[src/rtl/ossc_defines.vh]
/*
  Constants of the oscillator source and start-up controller: register
  offsets, field positions, reset values, mode codes and timing counts.
  Assumes a 10 MHz core clock and 32-bit APB with byte addresses.
*/
// Notes on behaviour
// - crystal modes wait 1024 input oscillations
// - count starts after reset/power-up timer, wake
// - counting holds execution unless monitor/two-speed
// - monitor or two-speed runs on internal clock
// - 4x multiplier takes external or internal source
// - fuse or soft bit enables; fuse overrides
// - software may select timer oscillator
// - RC/internal modes: output pin gpio or clkout
// - internal mode releases input pin as gpio
// - internal block via mode fuse or select
// - hf source is 16 MHz from 500 kHz
// - hf enabled by hf setting and internal
// - mf enabled by mf setting and internal
// - mf postscaler picks frequency from select field
// - hf ready flag while hf running
// - hf locked flag within 2 percent
// - hf stable flag within half percent
// - mf ready flag while mf running
// - hf/mf trimmed by tuning; lf untrimmed
// - fast start-up settles before hf switch
// - reset loads frequency select with 0111
// - source select decode, cleared on reset
// - tuning is 6-bit signed, reset zero
`ifndef OSSC_DEFINES_VH
`define OSSC_DEFINES_VH

`define OSSC_ADDR_CTRL      12'h000
`define OSSC_ADDR_STAT      12'h004
`define OSSC_ADDR_TRIM      12'h008

`define OSSC_CTRL_SRC_LSB   0
`define OSSC_CTRL_FREQ_LSB  3
`define OSSC_CTRL_PLL_BIT   7

`define OSSC_STAT_HFR_BIT   0
`define OSSC_STAT_HFL_BIT   1
`define OSSC_STAT_HFS_BIT   2
`define OSSC_STAT_MFR_BIT   3
`define OSSC_STAT_OSTS_BIT  4
`define OSSC_STAT_PLL_BIT   5
`define OSSC_STAT_HOLD_BIT  6

`define OSSC_FREQ_RESET     4'h7
`define OSSC_SRC_RESET      2'h0
`define OSSC_TRIM_RESET     6'h00

`define OSSC_MODE_LP        3'h0
`define OSSC_MODE_XT        3'h1
`define OSSC_MODE_HS        3'h2
`define OSSC_MODE_RC        3'h3
`define OSSC_MODE_INTERNAL_OSC_BLOCK    3'h4

`define OSSC_SEL_FUSE       2'h0
`define OSSC_SEL_TIMER      2'h1
`define OSSC_SEL_INTERNAL   2'h2

`define OSSC_STARTUP_COUNT  11'h400

`define OSSC_CLK_NS         100
`define OSSC_FAST_START_NS  1000
`define OSSC_HF_LOCK_NS     2000
`define OSSC_HF_STABLE_NS   5000
`define OSSC_MF_READY_NS    1000

`endif

[src/rtl/ossc_startup_timer.v]
/*
  Crystal start-up timer: counts rising edges of the external oscillator
  input and reports when the full count has been seen.
  Assumes osc_in is asynchronous and well below half the core clock.
*/
`timescale 1ns/1ns
`default_nettype none
`include "ossc_defines.vh"

module ossc_startup_timer (
  input  wire        clk,
  input  wire        rst,
  input  wire        ce,
  input  wire        start,
  input  wire        osc_in,
  output reg         counting,
  output reg         done
);

  reg        sync1_reg;
  reg        sync2_reg;
  reg        last_reg;
  reg [10:0] count_reg;
  wire       edge_seen;

  assign edge_seen = sync2_reg & ~last_reg;

  always @(posedge clk) begin
    if (rst) begin
      sync1_reg <= 1'b0;
      sync2_reg <= 1'b0;
      last_reg  <= 1'b0;
      count_reg <= 11'h000;
      counting  <= 1'b0;
      done      <= 1'b0;
    end else if (ce) begin
      sync1_reg <= osc_in;
      sync2_reg <= sync1_reg;
      last_reg  <= sync2_reg;
      if (start) begin
        count_reg <= 11'h000;
        counting  <= 1'b1;
        done      <= 1'b0;
      end else if (counting && edge_seen) begin
        if (count_reg == `OSSC_STARTUP_COUNT - 11'h001) begin
          counting <= 1'b0;
          done     <= 1'b1;
        end
        count_reg <= count_reg + 11'h001;
      end
    end
  end

endmodule // ossc_startup_timer

`default_nettype wire

[src/rtl/ossc_top.v]
/*
  Oscillator source and start-up controller: APB register file, clock
  source decode, internal oscillator enables and their status flags,
  multiplier enable, pin function and execution hold.
  Assumes fuses are static after reset, por_event, wake_event and
  power_up_timer_done come from logic on clk; osc_input_pin is a pin.
*/
// Design decisions made here: the APB register port and the register addresses.
`timescale 1ns/1ns
`default_nettype none
`include "ossc_defines.vh"

module ossc_top (
  input  wire        clk,
  input  wire        rst,
  input  wire        ce,
  input  wire        psel,
  input  wire        penable,
  input  wire        pwrite,
  input  wire [11:0] paddr,
  input  wire [31:0] pwdata,
  output wire        pready,
  output reg  [31:0] prdata,
  output wire        pslverr,
  input  wire [2:0]  osc_mode_fuse,
  input  wire        pll_fuse_enable,
  input  wire        clock_output_select,
  input  wire        fail_safe_monitor,
  input  wire        two_speed_enable,
  input  wire        power_up_timer_enable,
  input  wire        power_up_timer_done,
  input  wire        por_event,
  input  wire        wake_event,
  input  wire        osc_input_pin,
  output reg         cpu_hold,
  output reg         run_on_internal,
  output reg  [1:0]  sys_clk_source,
  output reg         pll_enable,
  output reg         hf_osc_enable,
  output reg         mf_osc_enable,
  output reg         lf_osc_enable,
  output reg         hf_clk_switch,
  output reg  [3:0]  postscale_shift,
  output reg  [5:0]  hf_mf_trim,
  output reg         osc_in_gpio,
  output reg         osc_out_clkout,
  output reg         osc_out_gpio
);

  // timing counts round up to whole core cycles and fit in a byte
  function [7:0] ns_to_cyc;
    input integer ns;
    integer cyc;
    begin
      cyc       = (ns + `OSSC_CLK_NS - 1) / `OSSC_CLK_NS;
      ns_to_cyc = cyc[7:0];
    end
  endfunction

  localparam [7:0] FAST_CYC   = ns_to_cyc(`OSSC_FAST_START_NS);
  localparam [7:0] LOCK_CYC   = ns_to_cyc(`OSSC_HF_LOCK_NS);
  localparam [7:0] STABLE_CYC = ns_to_cyc(`OSSC_HF_STABLE_NS);
  localparam [7:0] MF_CYC     = ns_to_cyc(`OSSC_MF_READY_NS);

  localparam [1:0] ST_IDLE  = 2'h0;
  localparam [1:0] ST_POWER_UP_TIMER  = 2'h1;
  localparam [1:0] ST_COUNT = 2'h2;

  // frequency codes: 0000/0001 low source, 0010 and 0100..0111 medium,
  // 0011 and 1xxx high
  function is_hf;
    input [3:0] code;
    begin
      is_hf = code[3] | (code == 4'h3);
    end
  endfunction

  function is_mf;
    input [3:0] code;
    begin
      is_mf = (code == 4'h2) | (code[3:2] == 2'h1);
    end
  endfunction

  function is_crystal;
    input [2:0] mode;
    begin
      is_crystal = (mode == `OSSC_MODE_LP) | (mode == `OSSC_MODE_XT) |
                   (mode == `OSSC_MODE_HS);
    end
  endfunction

  function is_internal_osc_block;
    input [2:0] mode;
    begin
      is_internal_osc_block = mode == `OSSC_MODE_INTERNAL_OSC_BLOCK;
    end
  endfunction

  reg  [1:0] src_reg;
  reg  [3:0] freq_reg;
  reg        pll_soft_reg;
  reg  [5:0] trim_reg;
  reg  [1:0] state_reg;
  reg  [7:0] hf_cnt_reg;
  reg  [7:0] mf_cnt_reg;
  reg        hf_ready_reg;
  reg        hf_locked_reg;
  reg        hf_stable_reg;
  reg        mf_ready_reg;
  reg        osts_reg;
  reg        start_pulse;

  wire       st_counting;
  wire       st_done;
  wire       setup_ph;
  wire       access_ph;
  wire       hit_ctrl;
  wire       hit_stat;
  wire       hit_trim;
  wire       mapped;
  wire       internal_osc_block_sel;
  wire       hf_want;
  wire       mf_want;
  wire       xtal_mode;
  wire       bypass_hold;
  wire       pll_req;
  wire [7:0] ctrl_word;
  wire [7:0] stat_word;

  assign setup_ph  = psel & ~penable;
  assign access_ph = psel & penable & ce;
  assign hit_ctrl  = paddr == `OSSC_ADDR_CTRL;
  assign hit_stat  = paddr == `OSSC_ADDR_STAT;
  assign hit_trim  = paddr == `OSSC_ADDR_TRIM;
  assign mapped    = hit_ctrl | hit_stat | hit_trim;
  // registered read data lets a zero-wait access phase answer
  assign pready    = access_ph;
  assign pslverr   = access_ph & ~mapped;

  assign internal_osc_block_sel  = is_internal_osc_block(osc_mode_fuse) |
                       src_reg[1];
  assign hf_want     = internal_osc_block_sel & is_hf(freq_reg);
  assign mf_want     = internal_osc_block_sel & is_mf(freq_reg);
  assign xtal_mode   = is_crystal(osc_mode_fuse);
  assign bypass_hold = fail_safe_monitor | two_speed_enable;
  // fuse set means the soft bit has no say at all
  assign pll_req     = pll_fuse_enable | pll_soft_reg;

  assign ctrl_word = {pll_soft_reg, freq_reg, 1'b0, src_reg};
  assign stat_word = {1'b0, cpu_hold, pll_enable, osts_reg,
                      mf_ready_reg, hf_stable_reg, hf_locked_reg,
                      hf_ready_reg};

  ossc_startup_timer u_startup (
    .clk      (clk),
    .rst      (rst),
    .ce       (ce),
    .start    (start_pulse),
    .osc_in   (osc_input_pin),
    .counting (st_counting),
    .done     (st_done)
  );

  // apb register writes and read data capture
  always @(posedge clk) begin
    if (rst) begin
      src_reg      <= `OSSC_SRC_RESET;
      freq_reg     <= `OSSC_FREQ_RESET;
      pll_soft_reg <= 1'b0;
      trim_reg     <= `OSSC_TRIM_RESET;
      prdata       <= 32'h00000000;
    end else if (ce) begin
      if (setup_ph) begin
        if (hit_ctrl) begin
          prdata <= {24'h000000, ctrl_word};
        end else if (hit_stat) begin
          prdata <= {24'h000000, stat_word};
        end else if (hit_trim) begin
          prdata <= {26'h0000000, trim_reg};
        end else begin
          prdata <= 32'h00000000;
        end
      end
      // status has no write path, so it stays read-only
      if (access_ph && pwrite) begin
        if (hit_ctrl) begin
          src_reg      <= pwdata[`OSSC_CTRL_SRC_LSB +: 2];
          freq_reg     <= pwdata[`OSSC_CTRL_FREQ_LSB +: 4];
          pll_soft_reg <= pwdata[`OSSC_CTRL_PLL_BIT];
        end
        if (hit_trim) begin
          trim_reg <= pwdata[5:0];
        end
      end
    end
  end

  // start-up sequencing
  always @(posedge clk) begin
    if (rst) begin
      state_reg   <= ST_IDLE;
      start_pulse <= 1'b0;
      osts_reg    <= 1'b0;
    end else if (ce) begin
      start_pulse <= 1'b0;
      case (state_reg)
        ST_IDLE: begin
          // outside crystal modes only a por_event with power_up_timer_enable clears the done flag
          if (por_event && power_up_timer_enable) begin
            state_reg <= ST_POWER_UP_TIMER;
            osts_reg  <= 1'b0;
          end else if ((por_event || wake_event) && xtal_mode) begin
            state_reg   <= ST_COUNT;
            start_pulse <= 1'b1;
            osts_reg    <= 1'b0;
          end
        end
        ST_POWER_UP_TIMER: begin
          if (power_up_timer_done && xtal_mode) begin
            state_reg   <= ST_COUNT;
            start_pulse <= 1'b1;
          end else if (power_up_timer_done) begin
            state_reg <= ST_IDLE;
          end
        end
        ST_COUNT: begin
          // a fresh event mid-count drops the edges seen so far
          if (por_event || wake_event) begin
            start_pulse <= 1'b1;
            osts_reg    <= 1'b0;
          // done of the last run still reads high while start is in flight
          end else if (st_done && !start_pulse) begin
            state_reg <= ST_IDLE;
            osts_reg  <= 1'b1;
          end
        end
        default: begin
          state_reg <= ST_IDLE;
        end
      endcase
    end
  end

  // internal oscillator models: counters from enable to each flag
  always @(posedge clk) begin
    if (rst) begin
      hf_cnt_reg    <= 8'h00;
      mf_cnt_reg    <= 8'h00;
      hf_ready_reg  <= 1'b0;
      hf_locked_reg <= 1'b0;
      hf_stable_reg <= 1'b0;
      mf_ready_reg  <= 1'b0;
    end else if (ce) begin
      if (!hf_want) begin
        hf_cnt_reg    <= 8'h00;
        hf_ready_reg  <= 1'b0;
        hf_locked_reg <= 1'b0;
        hf_stable_reg <= 1'b0;
      end else begin
        if (hf_cnt_reg != STABLE_CYC) begin
          hf_cnt_reg <= hf_cnt_reg + 8'h01;
        end
        // hf is built from mf, so mf must be ready too
        hf_ready_reg  <= mf_ready_reg &
                         (hf_cnt_reg >= FAST_CYC);
        hf_locked_reg <= mf_ready_reg &
                         (hf_cnt_reg >= LOCK_CYC);
        hf_stable_reg <= mf_ready_reg &
                         (hf_cnt_reg >= STABLE_CYC);
      end
      // mf also runs as the reference of the hf multiplier
      if (!(hf_want || mf_want)) begin
        mf_cnt_reg   <= 8'h00;
        mf_ready_reg <= 1'b0;
      end else begin
        if (mf_cnt_reg != MF_CYC) begin
          mf_cnt_reg <= mf_cnt_reg + 8'h01;
        end
        mf_ready_reg <= mf_cnt_reg >= MF_CYC;
      end
    end
  end

  // registered outputs derived from configuration and state
  always @(posedge clk) begin
    if (rst) begin
      cpu_hold        <= 1'b0;
      run_on_internal <= 1'b0;
      sys_clk_source  <= `OSSC_SEL_FUSE;
      pll_enable      <= 1'b0;
      hf_osc_enable   <= 1'b0;
      mf_osc_enable   <= 1'b0;
      lf_osc_enable   <= 1'b0;
      hf_clk_switch   <= 1'b0;
      postscale_shift <= 4'h0;
      hf_mf_trim      <= `OSSC_TRIM_RESET;
      osc_in_gpio     <= 1'b0;
      osc_out_clkout  <= 1'b0;
      osc_out_gpio    <= 1'b0;
    end else if (ce) begin
      cpu_hold        <= st_counting & ~bypass_hold;
      run_on_internal <= st_counting & bypass_hold;
      if (src_reg[1]) begin
        sys_clk_source <= `OSSC_SEL_INTERNAL;
      end else if (src_reg[0]) begin
        sys_clk_source <= `OSSC_SEL_TIMER;
      end else begin
        sys_clk_source <= `OSSC_SEL_FUSE;
      end
      // multiplier is not offered while the internal select is used
      pll_enable    <= pll_req & ~src_reg[1] &
                       (src_reg != `OSSC_SEL_TIMER);
      hf_osc_enable <= hf_want;
      mf_osc_enable <= hf_want | mf_want;
      // lf only when internal is chosen with a low code
      lf_osc_enable <= internal_osc_block_sel & ~hf_want & ~mf_want;
      hf_clk_switch <= hf_ready_reg;
      // divide 16 MHz or 500 kHz down by a power of two
      if (is_hf(freq_reg)) begin
        postscale_shift <= (freq_reg == 4'h3) ?
                           4'h9 : 4'hF - freq_reg;
      end else if (is_mf(freq_reg)) begin
        postscale_shift <= (freq_reg == 4'h2) ?
                           4'h4 : 4'h7 - freq_reg;
      end else begin
        postscale_shift <= 4'h0;
      end
      hf_mf_trim <= trim_reg;
      osc_in_gpio <= is_internal_osc_block(osc_mode_fuse);
      if (osc_mode_fuse == `OSSC_MODE_RC ||
          is_internal_osc_block(osc_mode_fuse)) begin
        osc_out_clkout <= clock_output_select;
        osc_out_gpio   <= ~clock_output_select;
      end else begin
        osc_out_clkout <= 1'b0;
        osc_out_gpio   <= 1'b0;
      end
    end
  end

endmodule // ossc_top

`default_nettype wire

[config.mk]
export PLATFORM = sky130hd
export DESIGN_NAME = ossc_top
export DESIGN_NICKNAME = d
export VERILOG_FILES = /design/src/rtl/ossc_startup_timer.v /design/src/rtl/ossc_top.v
export VERILOG_INCLUDE_DIRS = /design/src /design/src/rtl
export SDC_FILE = /design/constraint.sdc
export NUM_CORES = 1
export LEC_CHECK = 0
export BUFFER_PORTS_ARGS = -buffer_cell sky130_fd_sc_hd__buf_2
export CAP_MARGIN = 20
export CORE_MARGIN = 2
export CORE_UTILIZATION = 56
export DETAILED_ROUTE_END_ITERATION = 8
export PLACE_DENSITY_LB_ADDON = 0.2
export SYNTH_ARGS = -nofsm -noshare
export SYNTH_HDL_FRONTEND = slang
export SYNTH_SLANG_ARGS = --single-unit
export TNS_END_PERCENT = 10
[constraint.sdc]
create_clock -name clk -period 4.13 [get_ports clk]
set_input_delay 0 -clock clk [delete_from_list [all_inputs] [get_ports clk]]
set_output_delay 0 -clock clk [all_outputs]
set_load 0.03 [all_outputs]
==> impl_metrics.ini, run 1 <==
[job]
cap_violations = 0

[logic_synthesis]
netlist_area_um2 = 4130
yosysSeqAreaShare_pct = 40.2
synth-edff-count = 0
syn-mean-instance-area_um2 = 8.60
synth_top_cells_by_area = dfxtp_1 (40%), nor2_1 (5.1%), mux2i_1 (4.4%), buf_4 (4.4%), nand2b_1 (4.1%)
ys.flop_type = dfxtp_1
ys_ff_latch = 83
yosys.area.top_type = dfxtp_1
ys_warn_count = 0
netlist_instances = 480
async_flop_share_pct = 0
ys_types = 59
synth.top_cell.area_share_pct = 40.2

[power_and_ir_drop]
swShare_pct = 24.7
power_mw = 1.65
power.share.combinational_pct = 10.0
p_int_mw = 1.24
irDropWorstVdd_uv = 171
p_per_area_nw_per_um2 = 344
seqPwrFrac_pct = 49.8
p_leak_nw = 1.99
p_clk_share_pct = 40.1
p_switching_uw = 407

[layout]
antenna_cells = 0
syn_to_final_growth_pct = 15.9
post-route-util_pct = 66.4
largest_reg_flops = 11
nets = 617
fillCellCount = 632
instances_no_fill = 654
final_cell_mix = dfxtp_1 (83), buf_2 (69), nor2_1 (56)
final_common_cell = dfxtp_1
drive_above_1_share_pct = 18.9

[place]
post-place-cells = 624
post-dp-hpwl_um = 6220
place_congestion = 0.857
portBuffers = 69

[detailed_routing]
vias = 3601
viasPerCell = 5.51
wl_per_cell_um = 14.0
drc_errors = 0
drt_pass1_iterations = 5
antenna_left = 0
drtIter0Drc = 158
wl_um = 9130

[critical_path]
reg2regPathDepth = 4
cp.required_ps = 4410
endpoint_kind = flop
worstSetupPathType = flop to flop
critPathArrivalTime_ps = 2250
worstReg2RegEnd = state_reg[0]
r2r_start = start_pulse
critPathLaunchType = flop
r2r_slack_ps = 2170
path_max_fanout = 12

[clock_network]
insertion_delay_ps = 350
clockBufferDepth = 2
cts-resized-gates = 0
h-tree-depth = 3
cts_setup_buffers = 0
cts_num_sinks = 83
cts_buffers = 9
cts-root-buf = clkbuf_8
clkTransAtPathRegs_ps = 80
holdBufCountCts = 14
cts_tree = built

[timing]
fin_skew_ps = 11.5
hold_slack_ps = 7.11
fmax_mhz = 509
period_minus_slack_ps = 1960
setup_viol = 0
setup_tns_ps = 0
fin_crit_sh_pct = 47.6
maxSlewHeadroom_pct = 42.8
rsz0062_at_grt = no
slew_viol_final = 0
worst_pin_slew_ps = 859
final-hold-violation-count = 0

[die]
core_area_um2 = 7210
die_w_um = 89.9
initial_core_util_pct = 57.2
std_cell_rows = 31
ios = 118
die-area_um2 = 8080
die_h_um = 89.9

[global_route]
grt_start_max_net_pins = 55
first_global_vias = 3318
antenna_found_initial = 0
grt_overflow = 0
grt_pass1_wl_um = 15400
grt.total_usage_pct = 22.9

[worst_hold_path]
hold_class = input pin to flop
hold_path_depth = 4
hold_start = power_up_timer_enable
min_to = state_reg[0]

[status]
outcome = completed
## worst max path at each step
| stage | startpoint | endpoint | slack, ps |
|---|---|---|---|
| final | start_pulse | state_reg[0] | 2170 |
| after global routing | start_pulse | state_reg[0] | 2000 |
| after CTS | start_pulse | state_reg[0] | 2170 |
| after detailed placement | ce | freq_reg[0] | 2150 |
| after global placement | ce | freq_reg[1] | 2210 |
| after floorplan | start_pulse | state_reg[0] | 2580 |
## through the flow
step	instance area, µm²	setup slack [ps]
floorplan	4220	2580
global placement	4420	2210
detailed placement	4420	2150
CTS	4790	2170
global route	4790	2000
finish	4790	2170
## final cells by class
cell class              count  area (µm²)  area share [%]
well taps                  99         124            2.59
repair buffers             86         508            10.6
flip-flops and latches     83        1660            34.7
inverters                  13        48.8            1.02
multi-input cells         357        2220            46.3
clock buffers              12         155            3.24
clock inverters             4        72.6            1.52
## synth_stat cells (6+ instances only)
library cell and n:
mux2_2 6, nand3_1 7, clkbuf_1 20, nand2b_1 27
dfxtp_1 83, nor3_1 11, xor2_1 13, nand4_1 15
a21oi_1 29, o21ai_0 22, buf_4 24, nand2_1 23
mux2i_1 18, nor2b_1 6, nor2_1 56, inv_1 13
and3_1 9
## worst max-delay path: stages (launching register included)
cell	delay (ps)
dfxtp_1	430
nor4b_1	460
o311ai_0	300
or4_1	560
a21oi_1	140
## power by group through the flow
stage	clock, mW	combinational [mW]	sequential [mW]
floorplan	0	0.120	0.846
global placement	0	0.151	0.839
detailed placement	0	0.153	0.839
CTS	0.669	0.164	0.820
global route	0.704	0.179	0.822
finish	0.661	0.165	0.820
## routing by layer
layer	global-route usage, %	share of wire (%)
met1	30.7	47
met2	37.1	47
met3	3.86	4.8
met4	9.10	1.5
met5	0	0
## cell families after synthesis
kind of cell,count (synthesis),share of synthesized area (%)
simple gates,193,25.9
buf+inv,63,8.15
other cells,1,0.0908
compound gates,95,14.7
flops,83,40.2
fa+ha+maj,5,1.51
mux,24,6.00
xor+xnor,16,3.39
Power figures use the tool's default switching activity.
==> inputs of run 2 (changes only) <==
Settings changed: CORE_UTILIZATION 56 to 52.
Clock period 4.13 ns to 2 ns, I/O delays scaled along.
==> impl_metrics.ini, run 2 (synthesis results as in run 1) <==
[status]
outcome = completed

[worst_hold_path]
hold_class = input pin to flop

[layout]
antenna_cells = 0
largest_reg_flops = 11
fillCellCount = 700
drive_above_1_share_pct = 19.8
nets = 625
seqCellArea_um2 = 1660
syn_to_final_growth_pct = 17.0
post-route-util_pct = 62.5
final_cell_mix = dfxtp_1 (83), buf_2 (69), nor2_1 (56)
multiInputGateArea_um2 = 2220
final_common_cell = dfxtp_1
instances_no_fill = 664

[critical_path]
cp_cell_sequence = nor4b_1 > o311ai_0 > or4_1 > a21oi_1
r2r_start = start_pulse
worstSetupPathType = flop to flop
critPathBufInv = 0
r2r_slack_ps = 230
critPathArrivalTime_ps = 2050
path_depth = 4
max_stage_delay_ps = 530
endpoint_kind = flop
critPathLaunchType = flop
crit_slowest_cell = or4_1
reg2regPathDepth = 4
path_max_fanout = 4
crit_start = start_pulse
cp.required_ps = 2280
worstReg2RegEnd = state_reg[0]
cpLargestDelayFamily = simple AND/OR/NAND/NOR gates
crit_path_end = state_reg[0]

[power_and_ir_drop]
power.share.combinational_pct = 11.0
seqPwrFrac_pct = 52.2
p_leak_nw = 2.02
p_switching_uw = 831
p_clk_share_pct = 36.8
p_per_area_nw_per_um2 = 670
swShare_pct = 25.7
irDropWorstVdd_uv = 399
p_int_mw = 2.41

[timing]
fin_skew_ps = 18.1
fmax_mhz = 565
rsz0062_at_grt = no
slew_viol_final = 0
period_minus_slack_ps = 1770
fin_crit_sh_pct = 88.5
setup_viol = 0
final-hold-violation-count = 0
hold_slack_ps = 28.2
setup_tns_ps = 0
worst_pin_slew_ps = 715
maxSlewHeadroom_pct = 51.7

[die]
initial_core_util_pct = 53.4
ios = 118
die_w_um = 93.1
core_area_um2 = 7730
die-area_um2 = 8670
std_cell_rows = 32
die_h_um = 93.1

[clock_network]
clkTransAtPathRegs_ps = 90
cts_num_sinks = 83
insertion_delay_ps = 350
h-tree-depth = 3
cts_buffers = 9
cts-root-buf = clkbuf_8
cts_tree = built
cts-resized-gates = 0
clockBufferDepth = 2

[detailed_routing]
antenna_left = 0
wl_um = 9230
drt_pass1_iterations = 4
drc_errors = 0
viasPerCell = 5.42
wl_per_cell_um = 13.9
vias = 3601
drtIter0Drc = 160

[global_route]
antenna_found_initial = 0
grt.total_usage_pct = 21.9
grt_start_max_net_pins = 56
first_global_vias = 3295
grt_overflow = 0
grt_pass1_wl_um = 15500

[place]
post-dp-hpwl_um = 6450
portBuffers = 69
place_congestion = 0.850
post-place-cells = 634

[job]
cap_violations = 0
==> run 2: cell types whose count changed in the layout (fill, tap and decap cells not counted) <==
cell,previous run,this run
clkbuf_8,11,10
buf_4,3,9
bufinv_16,2,1
clkinv_4,0,1
dlygate4sd3_1,14,15
buf_12,0,1
==> run 2: worst min-delay path: cells and delay by family <==
| family | cells | cell delay, ps |
|---|---|---|
| and+or+nand+nor | 2 | 140 |
| buffers and inverters | 1 | 130 |
| AOI/OAI and AO/OA | 1 | 60 |
==> run 2: routing by layer <==
metal / track usage [%] / wire [µm] / vias to the layer above
met5: 0 / 0 / -
met4: 6.74 / 91 / 0
met3: 3.06 / 453 / 10
met2: 35.9 / 4380 / 101
met1: 30.0 / 4310 / 1675
li1: - / - / 1815
==> run 2: final cells by class <==
type,instances,share of cell area [%]
Multi-Input combinational cell,357,45.9
Sequential cell,83,34.4
Timing Repair Buffer,94,12.1
Clock buffer,11,2.93
Tap cell,102,2.64
Clock inverter,4,1.06
Inverter,13,1.01
==> run 2: worst min path at each step <==
| stage | start | cells past startpoint | end |
|---|---|---|---|
| 6_report | por_event | 4 | state_reg[0] |
| 5_1_grt | por_event | 4 | state_reg[0] |
| 4_1_cts | por_event | 4 | state_reg[0] |
| 3_5_place_dp | pwdata[2] | 3 | trim_reg[2] |
| 3_3_place_gp | osc_input_pin | 3 | u_startup.sync1_reg |
| 2_1_floorplan | osc_input_pin | 2 | u_startup.sync1_reg |
==> run 2: timing repair <==
item / CTS / global route
hold buffers: 15 / 0
buffers inserted: 0 / 0
hold endpoints to repair: 19 / 0
==> run 2: metrics by stage <==
| stage | total power [mW] | cell area, µm² | worst slack, ps |
|---|---|---|---|
| 4_1_cts | 3.26 | 4830 | 248 |
| 6_report | 3.24 | 4830 | 230 |
| 2_1_floorplan | 1.99 | 4220 | 447 |
| 5_1_grt | 3.38 | 4830 | 100 |
| 3_3_place_gp | 2.05 | 4490 | 323 |
| 3_5_place_dp | 2.06 | 4490 | 251 |
==> run 2: power by group through the flow <==
| stage | combinational [mW] | clock [mW] | sequential, mW |
|---|---|---|---|
| final | 0.356 | 1.19 | 1.69 |
| after global routing | 0.388 | 1.30 | 1.69 |
| after detailed placement | 0.331 | 0 | 1.73 |
| after CTS | 0.355 | 1.22 | 1.69 |
| after global placement | 0.327 | 0 | 1.73 |
| after floorplan | 0.247 | 0 | 1.75 |
==> inputs of run 3 (changes only) <==
Settings changed: ABC_AREA set to 1, CORE_UTILIZATION 52 to 53.
==> impl_metrics.ini, run 3 <==
[layout]
nets = 767
antenna_cells = 0
drive_above_1_share_pct = 14.9
final_common_cell = nand2_1
instances_no_fill = 807
post-route-util_pct = 64.2
final_cell_mix = nand2_1 (122), nor2_1 (89), dfxtp_1 (83)
largest_reg_flops = 11
syn_to_final_growth_pct = 16.3
stdcell_area_um2 = 4990

[critical_path]
critPathArrivalTime_ps = 1880
path_max_fanout = 6
worstSetupPathType = flop to flop
cpLargestDelayFamily = simple AND/OR/NAND/NOR gates
critPathBufInv = 0
r2r_slack_ps = 400
path_depth = 7
endpoint_kind = flop
critPathLaunchType = flop
cp.required_ps = 2290
r2r_start = u_startup.count_reg[0]
crit_slowest_cell = dfxtp_1
max_stage_delay_ps = 430
reg2regPathDepth = 7
cp_cell_sequence = ha_1 > nand2_1 > nor3_2 > nand3_1 > o21ai_0 > nand2_1 > nor2_1
crit_top_cell = nand2_1
worstReg2RegEnd = u_startup.count_reg[8]

[logic_synthesis]
synth_common_cells = nand2_1 (122), nor2_1 (89), dfxtp_1 (83), a21oi_1 (64), inv_1 (60)
synth_mux_area_share_pct = 0
yosysMostFrequentCell = nand2_1
synthSimpleGateAreaFrac_pct = 29.6
synth_top_family_by_area = simple AND/OR/NAND/NOR gates
synthXorXnorAreaFrac_pct = 0.613
synth.top_cell.area_share_pct = 38.7
synth_top_cells_by_area = dfxtp_1 (39%), nand2_1 (11%), nor2_1 (7.8%), a21oi_1 (7.5%), o21ai_0 (6.7%)
ys_warn_count = 0
netlist_instances = 625
syn-mean-instance-area_um2 = 6.86
ys.flop_type = dfxtp_1
yosysSeqAreaShare_pct = 38.7
ys_ff_latch = 83
netlist_area_um2 = 4290
ys_types = 36
synth-edff-count = 0
async_flop_share_pct = 0
yosys.area.top_type = dfxtp_1
synthAdderAreaFrac_pct = 1.46
synth_compound_area_share_pct = 17.3

[place]
place_congestion = 0.885
postPlaceCellArea_um2 = 4590
post-dp-hpwl_um = 6980
portBuffers = 69
post-place-cells = 778
pre_cts_ws_ps = 440

[clock_network]
cts_num_sinks = 83
cts_tree = built
insertion_delay_ps = 350
cts-root-buf = clkbuf_8
h-tree-depth = 3
cts_buffers = 9
clkTransAtPathRegs_ps = 90
clockBufferDepth = 2
cts-resized-gates = 0

[die]
ios = 118
die_w_um = 94.0
core_area_um2 = 7770
die_h_um = 94.0
initial_core_util_pct = 55.2
die-area_um2 = 8830
std_cell_rows = 32

[timing]
final-hold-violation-count = 0
fin_crit_sh_pct = 79.9
rsz0062_at_grt = no
slew_viol_final = 0
period_minus_slack_ps = 1600
setup_viol = 0
fin_skew_ps = 10.1
hold_slack_ps = 14.4
fmax_mhz = 626
worst_slack_ps = 402
setup_tns_ps = 0

[global_route]
antenna_found_initial = 0
grt_overflow = 0
grt_start_max_net_pins = 47
grt_pass1_wl_um = 16300
first_global_vias = 3739
grt.total_usage_pct = 22.9

[power_and_ir_drop]
irDropWorstVdd_uv = 453
power_mw = 3.76
p_per_area_nw_per_um2 = 753
p_leak_nw = 2.21

[status]
outcome = completed

[detailed_routing]
drc_errors = 0
vias = 4182
wl_um = 9770
drtIter0Drc = 231
antenna_left = 0
drt_pass1_iterations = 5
wl_per_cell_um = 12.1
viasPerCell = 5.18

[worst_hold_path]
hold_class = input pin to flop
hold_start = ce
hold_path_depth = 3
min_to = run_on_internal

[job]
cap_violations = 0
==> run 3: logic make-up after synthesis <==
family | Yosys count
buffers and inverters | 107
and+or+nand+nor | 287
other | 1
AOI/OAI and AO/OA | 139
DFF | 83
xor gates and xnor gates | 3
adders and majority gates | 5
==> run 3: report_power, final <==
group / total (mW) / switching [mW] / internal, mW / leakage (nW)
Combinational: 0.465 / 0.327 / 0.138 / 1.40
Sequential: 1.73 / 0.0328 / 1.70 / 0.674
Clock: 1.56 / 0.603 / 0.961 / 0.131
Total: 3.76 / 0.963 / 2.80 / 2.21
==> run 3: repair_timing <==
action / in CTS / in global routing
hold buffers: 13 / 0
endpoints found under the hold margin: 18 / 0
setup buffers: 0 / 0
==> run 3: cell type report <==
| type | instances | area (µm²) |
|---|---|---|
| well taps | 102 | 128 |
| multi-input cells | 458 | 2190 |
| inverters | 61 | 229 |
| clock inverters | 6 | 138 |
| fillers | 718 | 2780 |
| flip-flops and latches | 83 | 1660 |
| repair buffers | 87 | 513 |
| clock buffers | 10 | 128 |
==> run 3: layer usage <==
layer,vias up,track usage (%),part of all wire (%)
met1,1889,28.8,46
li1,2150,-,-
met5,-,0,0
met3,11,5.46,5.9
met2,132,39.2,47
met4,0,6.40,1.1
==> run 3: worst max path at each step <==
stage	startpoint	endpoint
after floorplan	u_startup.count_reg[0]	u_startup.count_reg[10]
after global placement	paddr[7]	src_reg[0]
after detailed placement	u_startup.count_reg[0]	u_startup.count_reg[10]
after CTS	u_startup.count_reg[0]	u_startup.count_reg[10]
after global routing	u_startup.count_reg[0]	u_startup.count_reg[8]
final	u_startup.count_reg[0]	u_startup.count_reg[8]
==> run 3: worst min-delay path: stages <==
cell and delay, ps:
buf_2 170, nand3b_1 100, a21oi_1 50
